[config.mk]
export PLATFORM = sky130hd
export DESIGN_NAME = hpdcs_ctrl
export DESIGN_NICKNAME = d
export VERILOG_FILES = /design/src/hpdcs_ctrl.v
export VERILOG_INCLUDE_DIRS = /design/src /design/src/src
export SDC_FILE = /design/constraint.sdc
export NUM_CORES = 1
export LEC_CHECK = 0
export ABC_CLOCK_PERIOD_IN_PS = 7250
export CORE_MARGIN = 3
export CORE_UTILIZATION = 30
export CTS_CLUSTER_SIZE = 16
export DETAILED_ROUTE_END_ITERATION = 8
export DONT_BUFFER_PORTS = 1
export PLACE_DENSITY_LB_ADDON = 0.05
export SYNTH_ARGS = -nofsm -noshare
export SYNTH_HDL_FRONTEND = slang
export SYNTH_SLANG_ARGS = --single-unit
[constraint.sdc]
create_clock -name ref_clk_i -period 7.25 [get_ports ref_clk_i]
set_input_delay 1.0875 -clock ref_clk_i [delete_from_list [all_inputs] [get_ports ref_clk_i]]
set_output_delay 1.0875 -clock ref_clk_i [all_outputs]
set_load 0.02 [all_outputs]
[src/hpdcs_consts.vh]
// constants for the headphone dc servo start-up control block
// Behaviour
// - bit 1 enables left servo, bit 0 enables right servo.
// - start-up trigger (bit 5 left, bit 4 right) runs measure-correct series.
// - start-up trigger bit reads 1 while that series runs.
// - series ends within 1mV of ground, about 25ms per channel.
// - preset trigger (bit 3 left, bit 2 right) loads preset word, no measuring.
// - preset load completes in about 2ms per channel.
// - preset trigger bit reads 1 while that load runs.
// - preset words 8-bit two's complement, left 15:8, right 7:0, 0.25mV step.
// - start-up done status in bits 1:0, bit 1 left, bit 0 right.
// - preset done status in bits 5:4, bit 5 left, bit 4 right.
// - bits 9:8 are bitwise OR of start-up and preset done.
// - correction is held on each channel after a series finishes.
`ifndef HPDCS_CONSTS_VH
`define HPDCS_CONSTS_VH
// ---------------------------------------------------------------
// register indices
// ---------------------------------------------------------------
`define HPDCS_REG_TRIG      8'h54
`define HPDCS_REG_PRESET    8'h57
`define HPDCS_REG_STATUS    8'h58
// ---------------------------------------------------------------
// field positions
// ---------------------------------------------------------------
`define HPDCS_ENA_R         0
`define HPDCS_ENA_L         1
`define HPDCS_LOAD_R        2
`define HPDCS_LOAD_L        3
`define HPDCS_MEAS_R        4
`define HPDCS_MEAS_L        5
`define HPDCS_PRE_L_HI      15
`define HPDCS_PRE_L_LO      8
`define HPDCS_PRE_R_HI      7
`define HPDCS_PRE_R_LO      0
`define HPDCS_PRESET_RST    16'h0000
// ---------------------------------------------------------------
// timing
// ---------------------------------------------------------------
`define HPDCS_CLK_MHZ       24'h0000fa
`define HPDCS_MEAS_US       24'h0061a8
`define HPDCS_LOAD_US       24'h0007d0
`define HPDCS_MEAS_CYC      (`HPDCS_MEAS_US * `HPDCS_CLK_MHZ)
`define HPDCS_LOAD_CYC      (`HPDCS_LOAD_US * `HPDCS_CLK_MHZ)
`define HPDCS_STEP_CNT      8'h20
`endif

[src/hpdcs_ctrl.v]
// headphone dc servo start-up and preset-load control
`timescale 1ns/1ps
`include "hpdcs_consts.vh"
module hpdcs_ctrl #(
    parameter [23:0] MEAS_CYCLES = `HPDCS_MEAS_CYC,
    parameter [23:0] LOAD_CYCLES = `HPDCS_LOAD_CYC
) (
    // clock and reset
    input  wire        ref_clk_i,
    input  wire        rst_i,
    // register port
    input  wire        reg_wr_i,
    input  wire        reg_rd_i,
    input  wire [7:0]  reg_addr_i,
    input  wire [15:0] reg_wdata_i,
    output reg  [15:0] reg_rdata_o,
    // analogue side: offset compare, high when output above ground
    input  wire        offset_pos_left_i,
    input  wire        offset_pos_right_i,
    // analogue side: correction words and enables
    output reg  [7:0]  corr_word_left_o,
    output reg  [7:0]  corr_word_right_o,
    output wire        servo_on_left_o,
    output wire        servo_on_right_o
);

    // ---------------------------------------------------------------
    // registers
    // ---------------------------------------------------------------
    reg  [1:0]  servo_on_r;
    reg  [15:0] preset_r;
    reg  [1:0]  meas_busy_r;
    reg  [1:0]  load_busy_r;
    reg  [1:0]  measure_seq_done_r;
    reg  [1:0]  preset_load_done_r;
    reg  [23:0] timer_r [0:1];
    reg  [1:0]  cmp_s1_r;
    reg  [1:0]  cmp_s2_r;

    wire [1:0]  any_correction_done;
    wire        wr_trig;
    wire [1:0]  meas_go;
    wire [1:0]  load_go;
    wire [23:0] meas_step;
    wire [35:0] seq_left_nxt;
    wire [35:0] seq_right_nxt;

    // ---------------------------------------------------------------
    // helper functions
    // ---------------------------------------------------------------
    // accept a trigger only with its enable set and the channel idle
    function [1:0] trig_accept;
        input       wr;
        input [1:0] trig;
        input [1:0] ena;
        input [1:0] busy;
        begin
            trig_accept = {2{wr}} & trig & ena & ~busy;
        end
    endfunction

    // one lsb toward ground, direction from the synced comparator
    function [7:0] step_toward;
        input [7:0] word;
        input       above;
        begin
            if (above)
                step_toward = word - 8'h01;
            else
                step_toward = word + 8'h01;
        end
    endfunction

    // channel next value, packed as {meas busy, load busy,
    // meas done, load done, timer, correction word}
    function [35:0] chan_next;
        input        m_go;
        input        l_go;
        input        m_busy;
        input        l_busy;
        input        m_done;
        input        l_done;
        input [23:0] tmr;
        input [7:0]  word;
        input [7:0]  preset;
        input        above;
        input [23:0] step;
        reg          nb_m;
        reg          nb_l;
        reg          nd_m;
        reg          nd_l;
        reg   [23:0] nt;
        reg   [7:0]  nw;
        begin
            nb_m = m_busy;
            nb_l = l_busy;
            nd_m = m_done;
            nd_l = l_done;
            nt   = tmr;
            nw   = word;
            if (m_go) begin
                nb_m = 1'b1;
                nd_m = 1'b0;
                nt   = MEAS_CYCLES;
            end else if (l_go) begin
                nb_l = 1'b1;
                nd_l = 1'b0;
                nt   = LOAD_CYCLES;
                nw   = preset;
            end else if (m_busy || l_busy) begin
                nt = tmr - 24'h000001;
                if (m_busy && ((tmr % step) == 24'h000000))
                    nw = step_toward(word, above);
                if (tmr == 24'h000001) begin
                    nb_m = 1'b0;
                    nb_l = 1'b0;
                    if (m_busy)
                        nd_m = 1'b1;
                    if (l_busy)
                        nd_l = 1'b1;
                end
            end
            chan_next = {nb_m, nb_l, nd_m, nd_l, nt, nw};
        end
    endfunction

    assign servo_on_left_o  = servo_on_r[1];
    assign servo_on_right_o = servo_on_r[0];

    assign any_correction_done = measure_seq_done_r | preset_load_done_r;

    assign wr_trig = reg_wr_i && (reg_addr_i == `HPDCS_REG_TRIG);
    // ignore trigger on disabled or busy channel
    assign meas_go = trig_accept(wr_trig, reg_wdata_i[`HPDCS_MEAS_L:`HPDCS_MEAS_R],
                                 reg_wdata_i[`HPDCS_ENA_L:`HPDCS_ENA_R],
                                 meas_busy_r | load_busy_r);
    // start-up wins when both kinds are written at once
    assign load_go = trig_accept(wr_trig, reg_wdata_i[`HPDCS_LOAD_L:`HPDCS_LOAD_R],
                                 reg_wdata_i[`HPDCS_ENA_L:`HPDCS_ENA_R],
                                 meas_busy_r | load_busy_r) & ~meas_go;
    // one correction step spacing within the series
    assign meas_step = MEAS_CYCLES / {16'h0000, `HPDCS_STEP_CNT};

    // per-channel next values
    assign seq_left_nxt  = chan_next(meas_go[1], load_go[1], meas_busy_r[1],
                                     load_busy_r[1], measure_seq_done_r[1],
                                     preset_load_done_r[1], timer_r[1], corr_word_left_o,
                                     preset_r[`HPDCS_PRE_L_HI:`HPDCS_PRE_L_LO],
                                     cmp_s2_r[1], meas_step);
    assign seq_right_nxt = chan_next(meas_go[0], load_go[0], meas_busy_r[0],
                                     load_busy_r[0], measure_seq_done_r[0],
                                     preset_load_done_r[0], timer_r[0], corr_word_right_o,
                                     preset_r[`HPDCS_PRE_R_HI:`HPDCS_PRE_R_LO],
                                     cmp_s2_r[0], meas_step);

    // ---------------------------------------------------------------
    // comparator synchronisers
    // ---------------------------------------------------------------
    always @(posedge ref_clk_i or posedge rst_i) begin
        if (rst_i) begin
            cmp_s1_r <= 2'h0;
            cmp_s2_r <= 2'h0;
        end else begin
            cmp_s1_r <= {offset_pos_left_i, offset_pos_right_i};
            cmp_s2_r <= cmp_s1_r;
        end
    end

    // ---------------------------------------------------------------
    // register writes
    // ---------------------------------------------------------------
    always @(posedge ref_clk_i or posedge rst_i) begin
        if (rst_i) begin
            servo_on_r <= 2'h0;
            preset_r   <= `HPDCS_PRESET_RST;
        end else if (reg_wr_i) begin
            if (reg_addr_i == `HPDCS_REG_TRIG)
                servo_on_r <= reg_wdata_i[`HPDCS_ENA_L:`HPDCS_ENA_R];
            if (reg_addr_i == `HPDCS_REG_PRESET)
                preset_r <= reg_wdata_i;
        end
    end

    // ---------------------------------------------------------------
    // per-channel sequencers
    // ---------------------------------------------------------------
    always @(posedge ref_clk_i or posedge rst_i) begin
        if (rst_i) begin
            meas_busy_r        <= 2'h0;
            load_busy_r        <= 2'h0;
            measure_seq_done_r <= 2'h0;
            preset_load_done_r <= 2'h0;
            corr_word_left_o   <= 8'h00;
            corr_word_right_o  <= 8'h00;
            timer_r[0]         <= 24'h000000;
            timer_r[1]         <= 24'h000000;
        end else begin
            // left channel
            meas_busy_r[1]        <= seq_left_nxt[35];
            load_busy_r[1]        <= seq_left_nxt[34];
            measure_seq_done_r[1] <= seq_left_nxt[33];
            preset_load_done_r[1] <= seq_left_nxt[32];
            timer_r[1]            <= seq_left_nxt[31:8];
            corr_word_left_o      <= seq_left_nxt[7:0];
            // right channel
            meas_busy_r[0]        <= seq_right_nxt[35];
            load_busy_r[0]        <= seq_right_nxt[34];
            measure_seq_done_r[0] <= seq_right_nxt[33];
            preset_load_done_r[0] <= seq_right_nxt[32];
            timer_r[0]            <= seq_right_nxt[31:8];
            corr_word_right_o     <= seq_right_nxt[7:0];
        end
    end

    // ---------------------------------------------------------------
    // read data
    // ---------------------------------------------------------------
    always @(posedge ref_clk_i or posedge rst_i) begin
        if (rst_i) begin
            reg_rdata_o <= 16'h0000;
        end else if (reg_rd_i) begin
            case (reg_addr_i)
                `HPDCS_REG_TRIG:   reg_rdata_o <= {10'h000, meas_busy_r, load_busy_r, servo_on_r};
                `HPDCS_REG_PRESET: reg_rdata_o <= preset_r;
                `HPDCS_REG_STATUS: reg_rdata_o <= {6'h00, any_correction_done, 2'h0,
                                                   preset_load_done_r, 2'h0, measure_seq_done_r};
                default:           reg_rdata_o <= 16'h0000;
            endcase
        end
    end

endmodule // hpdcs_ctrl

==> results_dict.tcl, run 1 <==
set metrics [dict create \
    status "complete, but fails checks" \
    violations "negative setup slack" \
    yosys.area.top_type_share_pct 21.6 \
    synthXorXnorAreaFrac_pct 7.25 \
    ir_drop_mv 0.0878 \
    dr.pass1.iters 5 \
    synth-simple-area-share_pct 27.1 \
    place_congestion 0.866 \
    multi_input_area_sq_um 11200 \
    clockRootBuffer "clkbuf_16" \
    core_area_sq_um 41500 \
    critPathKind "flip-flop to flip-flop" \
    rsz0062_at_grt "yes" \
    overflow 0 \
    period_needed_ps 7440 \
    slew-limit-headroom_pct 14.5 \
    cp_slowest_cell "or4_4" \
    use_met1_pct 29.4 \
    track_usage_pct 20.6 \
    antenna_left 0 \
    powerDensity_nw_per_um2 61.1 \
    hold_class "flip-flop to flip-flop" \
    path_max_fanout 8 \
    initial_core_util_pct 30.8 \
    maxCapViolCount 0 \
    intPower_mw 0.896 \
    drc 0 \
    netlist_area_sq_um 12800 \
    dpl.hpwl_microns 38000 \
    synth-main-ff-cell "dfrtp_1" \
    synth-compound-area-share_pct 33.3 \
    seqPwrFrac_pct 52.2 \
    worst_slack_ps -193 \
    arrival_ps 7690 \
    clkLatencyLatePin_ps 370 \
    fill_cells 4124 \
    ctsHtreeMaxLevel 3 \
    grt_max_degree 60 \
    die_area_sq_um 45100 \
    drtIter0Drc 728 \
    grt_pass1_vias 14500 \
    final_core_util_pct 47.7 \
    drt-vias-per-instance 5.40 \
    synth_top_family_by_area "compound AO/OA/AOI/OAI gates" \
    grt_util_met2_pct 34.7 \
    grtUsageMet3_pct 1.84 \
    critPathRequiredTime_ps 7500 \
    final_net_count 2257 \
    yosys_warnings 0 \
    synth.avg_cell_area_sq_um 7.66 \
    power_switching_mw 0.313 \
    crit_path_max_incr_delay_ps 430 \
    whs_ps 352 \
    cts_sinks 110 \
    synth.distinct_cells 130 \
    ios 64 \
    synth_fa_ha_area_share_pct 2.39 \
    top_usage_layer "met2" \
    yosysSeqAreaShare_pct 21.6 \
    dp_cells 2643 \
    wl_microns 48000 \
    p_leak_nw 8.19 \
    min_period_over_period_pct 103 \
    critPathLaunchType "flip-flop" \
    die_h_microns 212 \
    pwr-share-comb_pct 4.4 \
    synth-edff-count 0 \
    final_cells 2744 \
    synthTopCellsByArea "dfrtp_1, xnor2_1, a21oi_1" \
    maxSlewViolCount 0 \
    num_rows 74 \
    power_mw 1.21 \
    switching_share_pct 25.9 \
    layout-drive-gt1-share_pct 43.9 \
    synth_mux_area_share_pct 3.99 \
    yosysTopAreaCell "dfrtp_1" \
    cts_tree "built" \
    hold_viol 0 \
    grt_pass1_wl_microns 76600 \
    path_clk_slew_ps 80 \
    vias 14800 \
    worstMarginPinSlew_ps 1280 \
    io_buffers 0 \
    cp_common_cell "mux2_4" \
    clock.fmax_mhz 134 \
    async_flop_share_pct 100 \
    numCtsBuffers 9 \
    synth_cells 1667 \
    seq_area_sq_um 2760 \
    antenna_cells 0 \
    endpoint_kind "flip-flop" \
    post_drt_wl_per_cell_microns 17.5 \
    synthMostInstantiatedCell "nor2_1" \
    clkPwrFrac_pct 43.4 \
    cts_hold_buf 0 \
    synth_nets 1717 \
    antenna_found_initial 1 \
    area_delta_synth_final_pct 55.0 \
    die_w_microns 212 \
    setup_viol 16 \
    post-place-ws_ps -636 \
    yosys-top-cells-count "nor2_1, nand2_1, a21oi_1" \
    synth-seq-cells 110 \
    fin_skew_ps 9.53 \
    cts_buffer_depth 2 \
]
worst max-delay path, delay by kind of cell (launching register included):
kind	cells	cell delay (ps)
multiplexers	4	1180
XOR/XNOR	1	210
AND/OR/NAND/NOR	8	1510
AO/OA/AOI/OAI	14	3420
buffers and inverters	4	580
flip-flops	1	420
registers in the layout (all words and copies together), names as in the netlist:
name and cells:
corr_word_right_o 8, corr_word_left_o 8, cmp_s2_r 2, timer_r 48
preset_r 16, preset_load_done_r 2, load_busy_r 2, measure_seq_done_r 2
meas_busy_r 2, servo_on_r 2, cmp_s1_r 2, reg_rdata_o 16
per-stage QoR:
step / TNS [ps] / instance area [sq um]
2_1_floorplan: -533 / 12900
3_3_place_gp: -6770 / 17100
3_5_place_dp: -8210 / 17100
4_1_cts: -1060 / 18800
5_1_grt: -7390 / 19800
6_report: -1830 / 19800
power groups by stage:
stage          Combinational, mW  Clock (mW)  Sequential (mW)
3_5_place_dp              0.0525           0            0.643
2_1_floorplan             0.0409           0            0.640
6_report                  0.0538       0.525            0.631
4_1_cts                   0.0542       0.539            0.631
5_1_grt                   0.0613       0.562            0.632
3_3_place_gp              0.0518           0            0.643
final timing paths:
path | startpoint | to | slack [ps] | depth (start not counted)
hold reg to reg | cmp_s1_r[1]$_DFF_PP0_ | cmp_s2_r[1]$_DFF_PP0_ | 350 | 0
setup / recovery | timer_r[13]$_DFFE_PP0P_ | corr_word_left_o[6]$_DFFE_PP0P_ | -190 | 31
max in group asynchronous | rst_i | timer_r[38]$_DFFE_PP0P_ | 5330 | 2
setup reg to reg | timer_r[13]$_DFFE_PP0P_ | corr_word_left_o[6]$_DFFE_PP0P_ | -190 | 31
min in group asynchronous | rst_i | reg_rdata_o[15]$_DFFE_PP0P_ | 660 | 1
hold / removal | cmp_s1_r[1]$_DFF_PP0_ | cmp_s2_r[1]$_DFF_PP0_ | 350 | 0
routing by layer:
metal | vias to the layer above | wire length, microns
met5 | - | 0
met4 | 0 | 504
met3 | 36 | 1120
met2 | 189 | 22600
met1 | 7183 | 23700
li1 | 7413 | -
kinds of logic after synthesis:
kind of cell	Yosys count
simple gates	672
compound gates	582
buf+inv	131
flops	110
xor+xnor	104
mux	44
fa+ha+maj	24
layout make-up:
| class | count | area share [%] |
|---|---|---|
| well taps | 532 | 3.36 |
| repair buffers | 611 | 23.8 |
| inverters | 49 | 0.941 |
| clock inverters | 7 | 0.512 |
| clock buffers | 9 | 1.14 |
| flip-flops and latches | 110 | 13.9 |
| multi-input cells | 1426 | 56.3 |
placed cells by master, fill, tap and decap left out, types with 20 or more instances in the layout:
| master | netlist | routed |
|---|---|---|
| inv_1 | 49 | 48 |
| nand2_1 | 156 | 149 |
| xnor2_1 | 74 | 60 |
| buf_6 | 2 | 27 |
| mux2_2 | 23 | 20 |
| and2_1 | 30 | 27 |
| nand4_1 | 25 | 25 |
| a21o_1 | 26 | 25 |
| o211ai_1 | 30 | 30 |
| nand3_1 | 70 | 58 |
| nor3_1 | 55 | 37 |
| a21oi_1 | 121 | 105 |
| and3_1 | 27 | 21 |
| buf_4 | 10 | 582 |
| o21ai_0 | 99 | 84 |
| dfrtp_1 | 110 | 108 |
| nor2_1 | 161 | 148 |
| xor2_1 | 28 | 25 |
timing repair:
action | 4_1_cts | 5_1_grt
pin swaps | 55 | 49
endpoints found under the hold margin | 0 | 0
gates resized for setup | 189 | 147
setup endpoints to repair | 16 | 16
setup buffers | 61 | 27
Note: power is estimated with default switching activity, not from simulation.
==> run 2: changes to the inputs <==
SETUP_SLACK_MARGIN = 0.4   (was unset)
==> results_dict.tcl, run 2 (synthesized netlist as in run 1, its figures left out) <==
set metrics [dict create \
    numCtsBuffers 9 \
    slew-limit-headroom_pct 30.6 \
    area_delta_synth_final_pct 59.1 \
    crit_path_max_incr_delay_ps 420 \
    min_period_over_period_pct 103 \
    cts_buffer_depth 2 \
    ctsHtreeMaxLevel 3 \
    overflow 0 \
    die_h_microns 212 \
    vias 15000 \
    cts_tree "built" \
    path_clk_slew_ps 80 \
    track_usage_pct 21.3 \
    die_w_microns 212 \
    antenna_left 0 \
    num_rows 74 \
    clkLatencyLatePin_ps 360 \
    tns_ps -2200 \
    fill_cells 4032 \
    hold_class "flip-flop to flip-flop" \
    fin_skew_ps 11.4 \
    critPathLaunchType "flip-flop" \
    post_drt_wl_per_cell_microns 18.0 \
    grt_pass1_vias 14800 \
    endpoint_kind "flip-flop" \
    antenna_found_initial 0 \
    drc 0 \
    drtIter0Drc 868 \
    wl_microns 49400 \
    ir_drop_mv 0.0907 \
    path_max_fanout 6 \
    maxCapViolCount 0 \
    die_area_sq_um 45100 \
    final_net_count 2261 \
    critPathKind "flip-flop to flip-flop" \
    final_cell_mix "buf_4, nor2_1, nand2_1, dfrtp_1, a21oi_1" \
    cts_sinks 110 \
    final_core_util_pct 49.0 \
    p_leak_nw 8.41 \
    period_needed_ps 7480 \
    final_common_cell "buf_4" \
    top_register "timer_r" \
    ios 64 \
    grt_max_degree 75 \
    layout-drive-gt1-share_pct 46.0 \
    clock.fmax_mhz 134 \
    powerDensity_nw_per_um2 59.7 \
    hold_viol 0 \
    arrival_ps 7730 \
    maxSlewViolCount 0 \
    grt_pass1_wl_microns 79100 \
    rsz0062_at_grt "yes" \
    cp_slowest_cell "a311o_4" \
    worst_slack_ps -233 \
    initial_core_util_pct 30.8 \
    io_buffers 0 \
    largestRegisters "timer_r: 48 flops, preset_r: 16 flops, reg_rdata_o: 16 flops" \
    dr.pass1.iters 6 \
    dpl.hpwl_microns 37900 \
    status "complete, but fails checks" \
    cp_common_cell "buf_4" \
    clockRootBuffer "clkbuf_16" \
    setup_viol 16 \
    worstMarginPinSlew_ps 1040 \
    largest_reg_flops 48 \
    antenna_cells 0 \
    core_area_sq_um 41500 \
    place_congestion 0.813 \
    critPathRequiredTime_ps 7500 \
    violations "negative setup slack" \
    drt-vias-per-instance 5.47 \
]
run 2: cell types whose count changed in the layout (fill, tap and decap cells not counted), moves of 4 or more:
cell / previous run / this run
a21oi_1: 105 / 93
a21oi_2: 15 / 29
buf_4: 582 / 570
buf_6: 27 / 38
nand2b_1: 13 / 9
nand2b_4: 2 / 6
nor3_4: 5 / 9
nor4_2: 8 / 4
o21ai_0: 84 / 80
o31ai_1: 15 / 10
run 2: where the power goes:
group / total (mW) / internal (mW) / switching, mW / leakage, nW
Clock: 0.526 / 0.253 / 0.272 / 0.156
Combinational: 0.0556 / 0.0238 / 0.0318 / 6.97
Sequential: 0.632 / 0.620 / 0.0113 / 1.29
Total: 1.21 / 0.898 / 0.315 / 8.41
run 2: layout make-up:
class                           instances  area, sq um  share of cell area [%]
Clock buffer                            9          225                    1.11
Clock inverter                          7         96.3                   0.474
Inverter                               49          186                   0.918
Multi-Input combinational cell       1426        11500                    56.7
Sequential cell                       110         2760                    13.6
Tap cell                              532          666                    3.28
Timing Repair Buffer                  615         4850                    23.9
run 2: worst max-delay path: cells and delay by family, from the launching register on:
family                     cells  cell delay, ps
DFF                            1             400
and+or+nand+nor                4             690
adders and majority gates      1             370
muxes                          1             320
AOI/OAI and AO/OA             20            4590
buffers and inverters          5             800
xor gates and xnor gates       1             170
run 2: layer usage:
layer	vias to the layer above	track usage (%)	share of wire, %
li1	7416	-	-
met5	-	0	0
met1	7347	31.5	49
met2	246	34.7	47
met3	18	1.62	3.2
met4	0	2.89	0.61
run 2: final timing paths:
check / endpoint / slack (ps) / from / cells past startpoint
max in group asynchronous: timer_r[16]$_DFFE_PP0P_ / 5260 / rst_i / 2
min in group asynchronous: corr_word_right_o[0]$_DFFE_PP0P_ / 600 / rst_i / 1
hold / removal: cmp_s2_r[1]$_DFF_PP0_ / 360 / cmp_s1_r[1]$_DFF_PP0_ / 0
setup / recovery: corr_word_left_o[2]$_DFFE_PP0P_ / -230 / timer_r[13]$_DFFE_PP0P_ / 32
hold reg to reg: cmp_s2_r[1]$_DFF_PP0_ / 360 / cmp_s1_r[1]$_DFF_PP0_ / 0
setup reg to reg: corr_word_left_o[2]$_DFFE_PP0P_ / -230 / timer_r[13]$_DFFE_PP0P_ / 32
run 2: what timing repair did:
item | in CTS | in global routing
pin swaps | 106 | 84
buffers inserted | 79 | 50
hold buffers | 0 | 0
cloned | 1 | 0
setup endpoints to repair | 16 | 16
resized for setup | 227 | 165
run 2: stage by stage:
step                      std cells  setup WS (ps)  total power [mW]  area (sq um)  hold WS, ps
after floorplan                1667           -106             0.681         13000          331
after global placement         2602           -576             0.697         17000          335
after detailed placement       2602           -731             0.697         17000          343
after CTS                      2698           -184              1.23         19100          366
after global routing           2748           -541              1.26         20300          374
final                          2748           -233              1.21         20300          359
